[src/tpa_pkg.sv]
// Constants, types and field layouts of the transmit pattern and polarity
// block. Assumes one clock, the half-rate user clock, for all logic.
// Function
// - With per-channel dividers at one, both transmitters run one line rate.
// - Polarity bit sampled on half-rate clock; 1 swaps positive and negative.
// - Polarity inversion acts on parallel data before serialization.
// - Pattern select 00 data, 01 short, 10 medium, 11 long sequence.
// - Short pattern: 1+x^6+x^7, inverted output, period 2^7-1.
// - Medium pattern: 1+x^18+x^23, inverted output, period 2^23-1.
// - Long pattern: 1+x^28+x^31, inverted output, period 2^31-1.
// - Enable stays high after alignment; dropping it loses alignment.
// - Width select 0 means 8-bit internal path, 1 means 10-bit path.
package tpa_pkg;
  // Register byte offsets on the bus
  localparam logic [3:0] CTRL_OFS = 4'h0;
  localparam logic [3:0] STAT_OFS = 4'h4;
  // Control register layout, bit 0 is pol0
  typedef struct packed {
    logic buf_use;
    logic [1:0] com_div;
    logic set_phase;
    logic phase_en;
    logic width10;
    logic [1:0] pat1;
    logic [1:0] pat0;
    logic pol1;
    logic pol0;
  } tpa_ctrl_t;
  localparam int CTRL_W = 12;
  localparam logic [11:0] CTRL_RST = 12'h800;
  // Status bit positions
  localparam int ST_ALIGNED = 0;
  localparam int ST_EMPTY = 1;
  localparam int ST_FULL = 2;
  localparam int ST_WIDTH_BAD = 3;
  // Common divider codes
  localparam logic [1:0] DIV1 = 2'h0;
  localparam logic [1:0] DIV2 = 2'h1;
  localparam logic [1:0] DIV4 = 2'h2;
  // Pattern selects
  typedef enum logic [1:0] {
    PAT_OFF = 2'h0, PAT_7 = 2'h1, PAT_23 = 2'h2, PAT_31 = 2'h3
  } tpa_pat_t;
  // Feedback tap positions, zero based
  localparam int TAP7A = 6;
  localparam int TAP7B = 5;
  localparam int TAP23A = 22;
  localparam int TAP23B = 17;
  localparam int TAP31A = 30;
  localparam int TAP31B = 27;
  localparam logic [30:0] SEED = 31'h7FFFFFFF;
  localparam int WORD_W = 10;
  // Phase alignment tracker, Gray along the path
  typedef enum logic [1:0] {
    PH_IDLE = 2'h0, PH_ARMED = 2'h1, PH_SETTING = 2'h3, PH_ALIGNED = 2'h2
  } tpa_ph_t;
  // Two channel words moving together
  typedef struct packed {
    logic [9:0] ch1;
    logic [9:0] ch0;
  } tpa_word_t;
  localparam logic [1:0] RESP_OKAY = 2'h0;
  localparam logic [1:0] RESP_SLVERR = 2'h2;
endpackage

[src/tpa_top.sv]
// Transmit side of a two-channel tile: word FIFO, pattern generators,
// polarity and width handling, phase-alignment tracking, AXI4-Lite registers.
// Assumes all inputs come from logic on I_CLK, the half-rate user clock.
`timescale 1ns/1ps

// Word FIFO, depth a power of two
module tpa_fifo #(
  parameter int W = 20,
  parameter int D = 32
) (
  // Clock and reset
  input wire logic i_clk,
  input wire logic i_rst_n,
  // Fill side
  input wire logic i_in_valid,
  output logic o_in_ready,
  input wire logic [W-1:0] i_in_data,
  // Drain side
  output logic o_out_valid,
  input wire logic i_out_ready,
  output logic [W-1:0] o_out_data
);
  localparam int AW = $clog2(D);
  logic [W-1:0] mem [D];
  logic [AW-1:0] wp, rp, next_wp, next_rp;
  logic [AW:0] cnt, next_cnt;
  logic rdy, next_rdy, push, pop;

  // Pointer and count update; ready drops when full
  always_comb begin
    push = i_in_valid && rdy;
    pop = (cnt != '0) && i_out_ready;
    next_wp = push ? wp + 1'b1 : wp;
    next_rp = pop ? rp + 1'b1 : rp;
    next_cnt = cnt + (AW+1)'(push) - (AW+1)'(pop);
    next_rdy = next_cnt < (AW+1)'(D);
  end

  always_ff @(posedge i_clk) begin
    if (!i_rst_n) begin
      wp <= '0;
      rp <= '0;
      cnt <= '0;
      rdy <= 1'b1;
    end else begin
      wp <= next_wp;
      rp <= next_rp;
      cnt <= next_cnt;
      rdy <= next_rdy;
    end
  end

  // Storage
  always_ff @(posedge i_clk) begin
    if (push) begin
      mem[wp] <= i_in_data;
    end
  end

  assign o_in_ready = rdy;
  assign o_out_valid = cnt != '0;
  assign o_out_data = mem[rp];
endmodule // tpa_fifo

module tpa_top #(
  parameter int DEPTH = 32
) (
  // Clock and reset
  input wire logic I_CLK,
  input wire logic I_RST_N,
  // AXI4-Lite write
  input wire logic I_AWVALID,
  output logic O_AWREADY,
  input wire logic [3:0] I_AWADDR,
  input wire logic I_WVALID,
  output logic O_WREADY,
  input wire logic [31:0] I_WDATA,
  input wire logic [3:0] I_WSTRB,
  output logic O_BVALID,
  input wire logic I_BREADY,
  output logic [1:0] O_BRESP,
  // AXI4-Lite read
  input wire logic I_ARVALID,
  output logic O_ARREADY,
  input wire logic [3:0] I_ARADDR,
  output logic O_RVALID,
  input wire logic I_RREADY,
  output logic [31:0] O_RDATA,
  output logic [1:0] O_RRESP,
  // User words in, ch1 high
  input wire logic I_TX_VALID,
  output logic O_TX_READY,
  input wire logic [19:0] I_TX_DATA,
  // Words toward the serializers
  input wire logic I_LINE_READY,
  output logic O_WORD_VALID,
  output logic [9:0] O_CH0_WORD,
  output logic [9:0] O_CH1_WORD,
  // Tile settings and state
  output logic [1:0] O_LINE_DIV,
  output logic O_WIDTH10,
  output logic O_BUF_USE,
  output logic O_ALIGNED
);
  tpa_pkg::tpa_ctrl_t ctrl, next_ctrl;
  logic aw_rdy, w_rdy, aw_got, w_got, bvalid;
  logic next_aw_rdy, next_w_rdy, next_aw_got, next_w_got, next_bvalid;
  logic [3:0] waddr, next_waddr, wstrb, next_wstrb;
  logic [11:0] wdata, next_wdata, raw;
  logic [1:0] bresp, next_bresp, rresp, next_rresp;
  logic ar_rdy, rvalid, next_ar_rdy, next_rvalid, do_wr;
  logic [31:0] rdata, next_rdata;
  tpa_pkg::tpa_ph_t ph, next_ph;
  logic aligned, next_aligned;
  tpa_pkg::tpa_word_t fifo_data, out, next_out;
  logic fifo_vld, fifo_rdy, ovalid, next_ovalid, fire;
  logic [1:0][30:0] st, next_st;
  logic [1:0][1:0] pat_q, next_pat_q;

  // Bit-serial step of one generator, ten bits per word, first bit at MSB
  function automatic logic [40:0] prbs10(input logic [30:0] s,
                                         input logic [1:0] m);
    logic [30:0] t;
    logic [9:0] w;
    logic fb;
    int i;
    t = s;
    w = '0;
    fb = 1'b0;
    for (i = 9; i >= 0; i--) begin
      case (m)
        tpa_pkg::PAT_7: fb = t[tpa_pkg::TAP7A] ^ t[tpa_pkg::TAP7B];
        tpa_pkg::PAT_23: fb = t[tpa_pkg::TAP23A] ^ t[tpa_pkg::TAP23B];
        default: fb = t[tpa_pkg::TAP31A] ^ t[tpa_pkg::TAP31B];
      endcase
      t = {t[29:0], fb};
      w[i] = ~fb;
    end
    return {w, t};
  endfunction

  // Write channel: address and data taken in either order, then answered
  always_comb begin
    do_wr = aw_got && w_got && !bvalid;
    next_aw_got = aw_got || (I_AWVALID && aw_rdy);
    next_w_got = w_got || (I_WVALID && w_rdy);
    next_waddr = (I_AWVALID && aw_rdy) ? I_AWADDR : waddr;
    next_wdata = (I_WVALID && w_rdy) ? I_WDATA[11:0] : wdata;
    next_wstrb = (I_WVALID && w_rdy) ? I_WSTRB : wstrb;
    next_bvalid = bvalid && !I_BREADY;
    next_bresp = bresp;
    next_ctrl = ctrl;
    raw = ctrl;
    if (do_wr) begin
      next_aw_got = 1'b0;
      next_w_got = 1'b0;
      next_bvalid = 1'b1;
      next_bresp = tpa_pkg::RESP_OKAY;
      if (waddr[3:2] == tpa_pkg::CTRL_OFS[3:2]) begin
        if (wstrb[0]) raw[7:0] = wdata[7:0];
        if (wstrb[1]) raw[11:8] = wdata[11:8];
        next_ctrl = tpa_pkg::tpa_ctrl_t'(raw);
      end else if (waddr[3:2] != tpa_pkg::STAT_OFS[3:2]) begin
        next_bresp = tpa_pkg::RESP_SLVERR;
      end
    end
    next_aw_rdy = !next_aw_got && !next_bvalid;
    next_w_rdy = !next_w_got && !next_bvalid;
  end

  // Read channel: one answer a cycle after the address is taken
  always_comb begin
    next_rvalid = rvalid && !I_RREADY;
    next_rdata = rdata;
    next_rresp = rresp;
    if (I_ARVALID && ar_rdy) begin
      next_rvalid = 1'b1;
      next_rresp = tpa_pkg::RESP_OKAY;
      next_rdata = '0;
      if (I_ARADDR[3:2] == tpa_pkg::CTRL_OFS[3:2]) begin
        next_rdata[tpa_pkg::CTRL_W-1:0] = ctrl;
      end else if (I_ARADDR[3:2] == tpa_pkg::STAT_OFS[3:2]) begin
        next_rdata[tpa_pkg::ST_ALIGNED] = aligned;
        next_rdata[tpa_pkg::ST_EMPTY] = !fifo_vld;
        next_rdata[tpa_pkg::ST_FULL] = !fifo_rdy;
        next_rdata[tpa_pkg::ST_WIDTH_BAD] = !ctrl.width10 &&
          (ctrl.pat0 != tpa_pkg::PAT_OFF || ctrl.pat1 != tpa_pkg::PAT_OFF);
      end else begin
        next_rresp = tpa_pkg::RESP_SLVERR;
      end
    end
    next_ar_rdy = !next_rvalid;
  end

  // Phase alignment tracker
  always_comb begin
    next_ph = ph;
    case (ph)
      tpa_pkg::PH_IDLE: if (ctrl.phase_en) next_ph = tpa_pkg::PH_ARMED;
      tpa_pkg::PH_ARMED: begin
        if (ctrl.set_phase) next_ph = tpa_pkg::PH_SETTING;
      end
      tpa_pkg::PH_SETTING: begin
        if (!ctrl.set_phase) next_ph = tpa_pkg::PH_ALIGNED;
      end
      tpa_pkg::PH_ALIGNED: next_ph = tpa_pkg::PH_ALIGNED;
      default: next_ph = tpa_pkg::PH_IDLE;
    endcase
    if (!ctrl.phase_en) next_ph = tpa_pkg::PH_IDLE;
    next_aligned = next_ph == tpa_pkg::PH_ALIGNED;
  end

  // Data path: pattern or user word, polarity, then width
  always_comb begin
    logic [40:0] g;
    logic [9:0] src;
    logic [1:0] m;
    logic p;
    m = 2'h0;
    p = 1'b0;
    g = '0;
    src = '0;
    fire = fifo_vld && (!ovalid || I_LINE_READY);
    next_ovalid = fire || (ovalid && !I_LINE_READY);
    next_out = out;
    next_st = st;
    for (int c = 0; c < 2; c++) begin
      m = (c == 0) ? ctrl.pat0 : ctrl.pat1;
      p = (c == 0) ? ctrl.pol0 : ctrl.pol1;
      next_pat_q[c] = m;
      if (m == tpa_pkg::PAT_OFF || m != pat_q[c]) begin
        next_st[c] = tpa_pkg::SEED;
        src = (c == 0) ? fifo_data.ch0 : fifo_data.ch1;
      end else begin
        g = prbs10(st[c], m);
        src = g[40:31];
        if (fire) next_st[c] = g[30:0];
      end
      src = src ^ {tpa_pkg::WORD_W{p}};
      if (!ctrl.width10) src[9:8] = 2'h0;
      if (fire && c == 0) next_out.ch0 = src;
      if (fire && c == 1) next_out.ch1 = src;
    end
  end

  always_ff @(posedge I_CLK) begin
    if (!I_RST_N) begin
      ctrl <= tpa_pkg::tpa_ctrl_t'(tpa_pkg::CTRL_RST);
      aw_rdy <= 1'b1;
      w_rdy <= 1'b1;
      aw_got <= 1'b0;
      w_got <= 1'b0;
      waddr <= 4'h0;
      wdata <= 12'h000;
      wstrb <= 4'h0;
      bvalid <= 1'b0;
      bresp <= tpa_pkg::RESP_OKAY;
      ar_rdy <= 1'b1;
      rvalid <= 1'b0;
      rdata <= 32'h0;
      rresp <= tpa_pkg::RESP_OKAY;
      ph <= tpa_pkg::PH_IDLE;
      aligned <= 1'b0;
      out <= '0;
      ovalid <= 1'b0;
      st <= {2{tpa_pkg::SEED}};
      pat_q <= 4'h0;
    end else begin
      ctrl <= next_ctrl;
      aw_rdy <= next_aw_rdy;
      w_rdy <= next_w_rdy;
      aw_got <= next_aw_got;
      w_got <= next_w_got;
      waddr <= next_waddr;
      wdata <= next_wdata;
      wstrb <= next_wstrb;
      bvalid <= next_bvalid;
      bresp <= next_bresp;
      ar_rdy <= next_ar_rdy;
      rvalid <= next_rvalid;
      rdata <= next_rdata;
      rresp <= next_rresp;
      ph <= next_ph;
      aligned <= next_aligned;
      out <= next_out;
      ovalid <= next_ovalid;
      st <= next_st;
      pat_q <= next_pat_q;
    end
  end

  tpa_fifo #(.W(20), .D(DEPTH)) u_fifo (
    .i_clk(I_CLK),
    .i_rst_n(I_RST_N),
    .i_in_valid(I_TX_VALID),
    .o_in_ready(fifo_rdy),
    .i_in_data(I_TX_DATA),
    .o_out_valid(fifo_vld),
    .i_out_ready(fire),
    .o_out_data(fifo_data)
  );

  // Outputs, all from flops
  assign O_AWREADY = aw_rdy;
  assign O_WREADY = w_rdy;
  assign O_BVALID = bvalid;
  assign O_BRESP = bresp;
  assign O_ARREADY = ar_rdy;
  assign O_RVALID = rvalid;
  assign O_RDATA = rdata;
  assign O_RRESP = rresp;
  assign O_TX_READY = fifo_rdy;
  assign O_WORD_VALID = ovalid;
  assign O_CH0_WORD = out.ch0;
  assign O_CH1_WORD = out.ch1;
  assign O_LINE_DIV = ctrl.com_div;
  assign O_WIDTH10 = ctrl.width10;
  assign O_BUF_USE = ctrl.buf_use;
  assign O_ALIGNED = aligned;
endmodule // tpa_top

[config.mk]
export PLATFORM = sky130hd
export DESIGN_NAME = tpa_top
export DESIGN_NICKNAME = d
export VERILOG_FILES = /design/src/tpa_pkg.sv /design/src/tpa_top.sv
export SDC_FILE = /design/constraint.sdc
export NUM_CORES = 1
export LEC_CHECK = 0
export BUFFER_PORTS_ARGS = -buffer_cell sky130_fd_sc_hd__buf_4
export CELL_PAD_IN_SITES_DETAIL_PLACEMENT = 1
export CELL_PAD_IN_SITES_GLOBAL_PLACEMENT = 1
export CORE_ASPECT_RATIO = 0.9
export CORE_MARGIN = 3
export CORE_UTILIZATION = 35
export CTS_CLUSTER_SIZE = 14
export DETAILED_ROUTE_END_ITERATION = 10
export GPL_TIMING_DRIVEN = 0
export PLACE_DENSITY_LB_ADDON = 0.1
export SLEW_MARGIN = 20
export SYNTH_ARGS = -nofsm -noshare
export SYNTH_HDL_FRONTEND = slang
export SYNTH_SLANG_ARGS = --single-unit
[constraint.sdc]
create_clock -name I_CLK -period 4.4 [get_ports I_CLK]
set_clock_uncertainty 0.1 [all_clocks]
set_input_delay 0.44 -clock I_CLK [delete_from_list [all_inputs] [get_ports I_CLK]]
set_output_delay 0.44 -clock I_CLK [all_outputs]
set_load 0.005 [all_outputs]
==> qor.log, run 1 <==
[critical_path] critical path class flip-flop to flip-flop
[cts] H-tree levels 3
[critical_path] Max stage delay cell, worst path sky130_fd_sc_hd__buf_1
[timing] timing-limited maximum frequency 0.244 GHz
[routing] detailed-route DRC error count 0
[placed_design] cell count after placement 3428
[power_and_ir_drop] Peak supply drop 0.304 mV
[synth] asr flop ratio synth 0%
[cts] clock-pin transition on the worst setup and hold timing paths 0.06 ns
[timing] post-layout min period 4.10 ns
[timing] Period Utilization, post-route 93.2%
[timing] Max Transition Viols Final 0
[placed_design] count of port buffers added during placement 90
[cts] CTS Buf Count 86
[cts] clock latency on the worst-skew pair 0.66 ns
[cells_and_area] synth-to-layout area growth 19.9%
[timing] setup repair after global routing missed its margin false
[floorplanning] number of standard-cell rows in the floorplan 105
[outcome] outcome completed
[synth] Post-synth top flop sky130_fd_sc_hd__edfxtp_1
[critical_path] worst-path cell chain buf_2 -> buf_2 -> buf_1 -> nor2_1 -> a22oi_1 -> a21oi_1 -> nor3_1 -> mux2i_1 -> a311o_1
[synth] mean area per synthesized cell 16.0 µm²
[critical_path] data arrival time of the critical path 4.54 ns
[floorplanning] initial cell density of the core 35.5%
[synth] number of register bits inferred by synthesis 801
[synth] cell types occupying the most area after synthesis sky130_fd_sc_hd__edfxtp_1 59%, sky130_fd_sc_hd__mux4_2 10%, sky130_fd_sc_hd__dfxtp_1 9.9%
[job] maxcap violations 0
[cells_and_area] final cell count without fillers 3600
[synth] yosys synthesis warning count 0
[timing] Hold Violations, Final 0
[critical_path] worst stage delay on the critical path 0.76 ns
[placed_design] Post-DP HPWL 72.1 mm
[routing] drt initial violations 1597
[floorplanning] vertical die dimension 295 µm
[cts] TritonCTS clock tree built
[synth] portion of synthesized cell area occupied by the leading cell type 59.0%
[critical_path] most frequent cell on the critical path sky130_fd_sc_hd__buf_2
[cells_and_area] nets 2397
[critical_path] required time of the critical path 4.84 ns
[cts] Clock Sinks 801
[global_routing] number of global-route vias before repair 19994
[worst_hold_path] count of cells along the worst hold path 3
[routing] Via density 5.31
[worst_hold_path] worst min-delay path category primary input to flip-flop
[power_and_ir_drop] static leakage power 12.8 nW
[timing] Worst Max-Slew Pin Slew 1.24 ns
[synth] synthesized cell area 32600 µm²
[cells_and_area] Util after Layout 42.6%
[floorplanning] I/O pin cnt 141
[power_and_ir_drop] power per cell area 531 nW/µm²
[synth] number of cells produced by synthesis 2041
[synth] cell type with the largest total area after synthesis sky130_fd_sc_hd__edfxtp_1
[timing] setup_tns 0 ns
[synth] count of different cell masters after synthesis 64
[placed_design] routability-driven placement congestion ratio 0.816
[timing] total of endpoints with negative setup slack in the final report 0
[routing] total wirelength of the detailed-routed design 103 mm
[floorplanning] Die Footprint 96700 µm²
[power_and_ir_drop] sum of internal, switching and leakage power 20.7 mW
[global_routing] gr usage total 21.2%
[critical_path] CP endpoint kind flip-flop
[global_routing] first-pass GRT wire length 148 mm
[floorplanning] Die Wd 327 µm
[cts] count of buffers added by post-CTS timing repair for setup 0
[routing] average detailed-routed wire length per instance 28.6 µm
[synth] Post-synth EDFFs 640
[routing] final antenna-violating net count 0
[routing] via count of the routed design 19105
[critical_path] nature of the critical path startpoint flip-flop
[cts] clock tree root buffer cell sky130_fd_sc_hd__clkbuf_16
[floorplanning] Floorplan Core Area 91700 µm²
[timing] Relative slew margins 17.6%
[critical_path] length in cells of the worst reg-to-reg path 9
[critical_path] worst reg2reg setup slack 0.30 ns
[routing] detailed-routing iteration count for the pre-antenna-repair pass 5
[synth] sequential share of the synthesized area 68.9%
[cells_and_area] fraction of layout instances using a drive strength above 1 21.9%
[critical_path] worst-path fanout max 10
[global_routing] sum of overflow across all layers after global routing 0
[global_routing] maximum number of pins on one net before global-route repair 33
[cts] maximum buffer depth of the clock tree 3
[global_routing] initial antenna violation count 6
[cells in the mapped netlist, drive strengths merged (6+ instances only)]
library cell and number:
a21oi 20, buf 75, xor2 42, or3 9
mux2 13, ha 18, mux2i 99, and3 9
mux4 151, a22oi 56, nand3 86, nand2 201
nor3 12, o21ai 22, edfxtp 640, dfxtp 161
a21boi 40, a31oi 7, nand4 9, and2 32
nor2b 27, a211oi 7, o211ai 16, nor2 91
inv 20, nand2b 6, xnor2 43, clkbuf 68
[per-stage QoR]
step	hold WS, ns	area [µm²]	setup WS (ns)
after floorplan	0.328	32600	1.31
after global placement	0.346	34900	-2.02
after detailed placement	0.356	36100	0.234
after CTS	0.0129	39000	0.186
after global routing	0.0430	39000	0.0575
final	0.0582	39000	0.300
[cell type report]
cell class                 count  area (µm²)
inverter                      21        78.8
tap                         1230        1540
sequential                   801       22400
clock buffer                 115        2350
buffer                       143         716
antenna                        1        2.50
timing repair buffer         155        1850
clock inverter                37         399
multi-input combinational   1097        9660
fill                        9120       52700
[worst paths after layout]
path                                start             to
worst max-delay path            flip-flop  O_CH0_WORD[3]
worst min-delay path             I_RREADY       O_RVALID
worst max register to register  flip-flop  O_CH0_WORD[3]
worst min register to register      ph[1]      O_ALIGNED
[power breakdown]
group | switching (mW) | internal (mW) | total (mW)
combinational | 2.93 | 2.07 | 4.99
sequential | 0.148 | 8.40 | 8.55
clock | 3.06 | 4.12 | 7.18
[routing by layer]
metal,track usage [%],up-vias,wire length [µm]
li1,-,8321,-
met1,29.9,10277,47300
met2,35.3,389,49800
met3,3.00,114,4070
met4,4.42,4,1730
met5,0,-,27
[cell usage in the layout, fill, tap and decap left out, types with 29 or more instances in the layout]
master	count
sky130_fd_sc_hd__xnor2_1	43
sky130_fd_sc_hd__a21boi_0	40
sky130_fd_sc_hd__clkbuf_16	87
sky130_fd_sc_hd__xor2_1	42
sky130_fd_sc_hd__edfxtp_1	640
sky130_fd_sc_hd__mux2i_1	99
sky130_fd_sc_hd__mux4_2	151
sky130_fd_sc_hd__clkbuf_1	89
sky130_fd_sc_hd__and2_1	30
sky130_fd_sc_hd__buf_2	29
sky130_fd_sc_hd__nand3_1	86
sky130_fd_sc_hd__nor2_1	61
sky130_fd_sc_hd__dfxtp_1	161
sky130_fd_sc_hd__nand2_1	201
sky130_fd_sc_hd__buf_4	128
sky130_fd_sc_hd__a22oi_1	56
sky130_fd_sc_hd__nor2_4	30
[cell families after synthesis]
kind of cell,share of synthesized area (%)
flops,68.9
simple gates,7.08
mux,13.9
compound gates,4.57
buf+inv,2.44
xor+xnor,2.29
fa+ha+maj,0.753
other cells,0.0115
[flip-flops by register name (all words and copies together), names as in the netlist, 4 cells and up, named ones only]
name        flops
wdata          12
O_CH0_WORD     10
u_fifo.mem    640
u_fifo.cnt      6
O_CH1_WORD     10
ctrl            8
u_fifo.rp       5
O_RDATA        12
st             62
u_fifo.wp       5
pat_q           4
[critical path, delay by kind of cell (launching register included)]
kind	cells	cell delay, ns
muxes	1	0.18
AOI/OAI and AO/OA	3	0.85
buffers and inverters	3	1.36
DFF	1	0.32
and+or+nand+nor	2	1.16
[what timing repair did]
item                                   in CTS  in global routing
hold buffers                               19                  0
endpoints found under the hold margin      18                  0
setup endpoints to repair                   0                  0
gates resized for setup                     0                  0
Power figures use the tool's default switching activity.
==> inputs of run 2 (changes only) <==
SYNTH_HIERARCHICAL = 1   (was default)
==> run 2 against run 1 <==
  * First-iteration DRC count decreased by 3.9%
  * Cell area decreased by 2.2%
  * Largest cell class unchanged
  * Synthesized cell count increased by 3.5%
  * Sequential share of layout area increased by 1.3 points
==> qor.log, run 2 <==
[outcome] outcome completed
[synth] count of different cell masters after synthesis 59
[power_and_ir_drop] part of the total power dissipated in sequential elements 43.5%
[critical_path] nature of the critical path startpoint flip-flop
[critical_path] data arrival time of the critical path 4.35 ns
[critical_path] critical path class flip-flop to flip-flop
[cells_and_area] fraction of layout instances using a drive strength above 1 18.2%
[cells_and_area] most common cell after layout, fill and taps aside sky130_fd_sc_hd__edfxtp_1
[global_routing] gr usage total 19.6%
[timing] Hold Violations, Final 0
[floorplanning] number of standard-cell rows in the floorplan 104
[cts] TritonCTS clock tree built
[cells_and_area] final cell count without fillers 3652
[routing] average detailed-routed wire length per instance 25.8 µm
[power_and_ir_drop] static leakage power 12.3 nW
[cts] maximum buffer depth of the clock tree 3
[placed_design] routability-driven placement congestion ratio 0.830
[cts] clock latency on the worst-skew pair 0.65 ns
[timing] timing-limited maximum frequency 0.255 GHz
[floorplanning] I/O pin cnt 141
[critical_path] worst reg2reg setup slack 0.48 ns
[routing] via count of the routed design 19195
[routing] final antenna-violating net count 0
[power_and_ir_drop] power per cell area 513 nW/µm²
[synth] cell type with the largest total area after synthesis sky130_fd_sc_hd__edfxtp_1
[routing] met2 wirelength from detailed routing 41.6 mm
[cells_and_area] nets 2451
[routing] detailed-routing iteration count for the pre-antenna-repair pass 5
[cells_and_area] fill cell total of the finished layout 9130
[cells_and_area] largest registers u_fifo/mem x640, st x62
[synth] cell types occupying the most area after synthesis sky130_fd_sc_hd__edfxtp_1 60%, sky130_fd_sc_hd__dfxtp_1 10%, sky130_fd_sc_hd__mux4_2 5.6%
[global_routing] initial antenna violation count 0
[cells_and_area] synth-to-layout area growth 19.1%
[cells_and_area] most frequent cells in the layout 640 x sky130_fd_sc_hd__edfxtp_1, 188 x sky130_fd_sc_hd__nand2_1, 161 x sky130_fd_sc_hd__dfxtp_1, 161 x sky130_fd_sc_hd__mux2i_1, 139 x sky130_fd_sc_hd__a22oi_1
[routing] M1 WL 45.8 mm
[timing] total of endpoints with negative setup slack in the final report 0
[timing] setup repair after global routing missed its margin false
[power_and_ir_drop] power dissipated by switching net loads 5.65 mW
[global_routing] number of global-route vias before repair 19828
[routing] detailed-route DRC error count 0
[floorplanning] vertical die dimension 293 µm
[routing] Via density 5.26
[cts] clock tree root buffer cell sky130_fd_sc_hd__clkbuf_16
[timing] Period Utilization, post-route 89.0%
[cts] Clock Sinks 801
[cts] clock-pin transition on the worst setup and hold timing paths 0.06 ns
[worst_hold_path] worst min-delay path category primary input to flip-flop
[synth] Post-synth top flop sky130_fd_sc_hd__edfxtp_1
[synth] Post-synth EDFFs 640
[timing] post-layout min period 3.92 ns
[synth] portion of synthesized cell area occupied by the leading cell type 60.0%
[routing] drt initial violations 1534
[synth] mean area per synthesized cell 15.2 µm²
[cells_and_area] flip-flop count of the largest register, all copies and words added 640
[placed_design] post-place setup slack -0.621 ns
[power_and_ir_drop] internal power 14.0 mW
[placed_design] count of port buffers added during placement 91
[synth] yosys synthesis warning count 6
[worst_hold_path] count of cells along the worst hold path 4
[timing] Worst Max-Slew Pin Slew 1.03 ns
[critical_path] worst-path fanout max 13
[power_and_ir_drop] Peak supply drop 0.308 mV
[synth] leading cell type by number of instances after synthesis sky130_fd_sc_hd__edfxtp_1
[global_routing] sum of overflow across all layers after global routing 0
[floorplanning] Die Footprint 95200 µm²
[cells_and_area] Reg with most FFs u_fifo/mem
[timing] setup slack after layout 0.483 ns
[synth] synthesized cell area 32100 µm²
[synth] number of register bits inferred by synthesis 801
[floorplanning] Floorplan Core Area 90000 µm²
[synth] asr flop ratio synth 0%
[synth] sequential share of the synthesized area 70.0%
[cts] count of buffers added by post-CTS timing repair for setup 0
[power_and_ir_drop] Sw Share 28.8%
[timing] Relative slew margins 30.5%
[cts] CTS Buf Count 87
[critical_path] CP endpoint kind flip-flop
[routing] top layer reached by signal wires met4
[routing] total wirelength of the detailed-routed design 94.3 mm
[synth] cell types with the highest counts after synthesis 640 x sky130_fd_sc_hd__edfxtp_1, 189 x sky130_fd_sc_hd__nand2_1, 161 x sky130_fd_sc_hd__dfxtp_1, 161 x sky130_fd_sc_hd__mux2i_1, 139 x sky130_fd_sc_hd__a22oi_1
[job] maxcap violations 0
[cts] H-tree levels 3
[floorplanning] Die Wd 325 µm
[floorplanning] initial cell density of the core 35.6%
[critical_path] length in cells of the worst reg-to-reg path 15
[timing] Max Transition Viols Final 0
[critical_path] required time of the critical path 4.83 ns
[global_routing] maximum number of pins on one net before global-route repair 33
[placed_design] cell count after placement 3468
[placed_design] Post-DP HPWL 64.8 mm
[routing] total length of routed met3 wires 4.78 mm
[power_and_ir_drop] Logic pwr share 20.3%
[synth] number of cells produced by synthesis 2112
[global_routing] first-pass GRT wire length 137 mm
[power_and_ir_drop] power share of the clock group 36.2%
run 2: cell types whose count changed after synthesis, moves of 15 or more:
cell                       change
sky130_fd_sc_hd__a21boi_0     -36
sky130_fd_sc_hd__a21oi_1      +37
sky130_fd_sc_hd__a22oi_1      +83
sky130_fd_sc_hd__clkbuf_1     -15
sky130_fd_sc_hd__mux2i_1      +62
sky130_fd_sc_hd__mux4_2       -71
sky130_fd_sc_hd__nand3_1      +29
sky130_fd_sc_hd__nand4_1      +15
sky130_fd_sc_hd__nor2b_1      -25
run 2: critical path: stages (launching register included):
cell	delay [ns]
sky130_fd_sc_hd__dfxtp_1	0.32
sky130_fd_sc_hd__inv_1	0.09
sky130_fd_sc_hd__ha_1	0.17
sky130_fd_sc_hd__nand4bb_2	0.39
sky130_fd_sc_hd__nand2_4	0.31
sky130_fd_sc_hd__clkinvlp_4	0.30
sky130_fd_sc_hd__buf_2	0.36
sky130_fd_sc_hd__nand2_1	0.20
sky130_fd_sc_hd__inv_1	0.07
sky130_fd_sc_hd__ha_1	0.27
sky130_fd_sc_hd__inv_1	0.04
sky130_fd_sc_hd__ha_1	0.20
sky130_fd_sc_hd__a21o_1	0.19
sky130_fd_sc_hd__a21oi_1	0.28
sky130_fd_sc_hd__nor3_1	0.12
sky130_fd_sc_hd__or3_1	0.35
run 2: power groups by stage:
stage	combinational, mW	clock (mW)	sequential, mW
2_1_floorplan	2.39	0	8.65
3_3_place_gp	3.87	0	8.69
3_5_place_dp	3.98	0	8.69
4_1_cts	4.02	7.31	8.53
5_1_grt	4.32	7.62	8.55
6_report	3.98	7.09	8.53
run 2: per-layer routing:
metal / up-vias / track usage, %
met2: 440 / 29.5
met5: - / 0
met3: 120 / 3.54
met1: 10064 / 29.5
met4: 0 / 4.79
li1: 8571 / -
run 2: final timing paths:
check,from,endpoint
setup / recovery,u_fifo/cnt[2],u_fifo/cnt[5]
setup reg to reg,u_fifo/cnt[2],u_fifo/cnt[5]
hold reg to reg,ph[1],O_ALIGNED
hold / removal,I_AWVALID,waddr[2]
run 2: what timing repair did:
item                       CTS  global route
gates resized for setup      4             4
hold buffers                21             0
hold endpoints to repair    20             0
setup endpoints to repair    6             2
run 2: kinds of logic after synthesis:
kind of cell,Yosys count,synth area share [%]
and+or+nand+nor,495,7.02
buffers and inverters,172,2.74
DFF,801,70.0
xor gates and xnor gates,79,2.16
other,1,0.0117
AOI/OAI and AO/OA,301,6.53
muxes,243,10.7
adders and majority gates,20,0.804
run 2: cell type report:
cell class	instances	area (µm²)	share of cell area [%]
Sequential cell	801	22400	58.8
Buffer	141	762	2.00
Multi-Input combinational cell	1160	9060	23.7
Clock inverter	55	469	1.23
Clock buffer	107	2280	5.98
Timing Repair Buffer	137	1510	3.95
Antenna cell	2	5.00	0.0131
Tap cell	1219	1530	4.00
Inverter	30	116	0.305
run 2: stage by stage:
| step | TNS [ns] | utilization (%) | power [mW] | hold WS, ns | cell area [µm²] |
|---|---|---|---|---|---|
| after global routing | 0 | 42.4 | 20.5 | 0.0614 | 38200 |
| final | 0 | 42.4 | 19.6 | 0.0750 | 38200 |
| after global placement | -2.34 | 38.1 | 12.6 | 0.344 | 34300 |
| after detailed placement | -2.57 | 39.1 | 12.7 | 0.344 | 35200 |
| after CTS | 0 | 42.4 | 19.9 | 0.00684 | 38200 |
| after floorplan | 0 | - | 11.0 | 0.323 | 32100 |
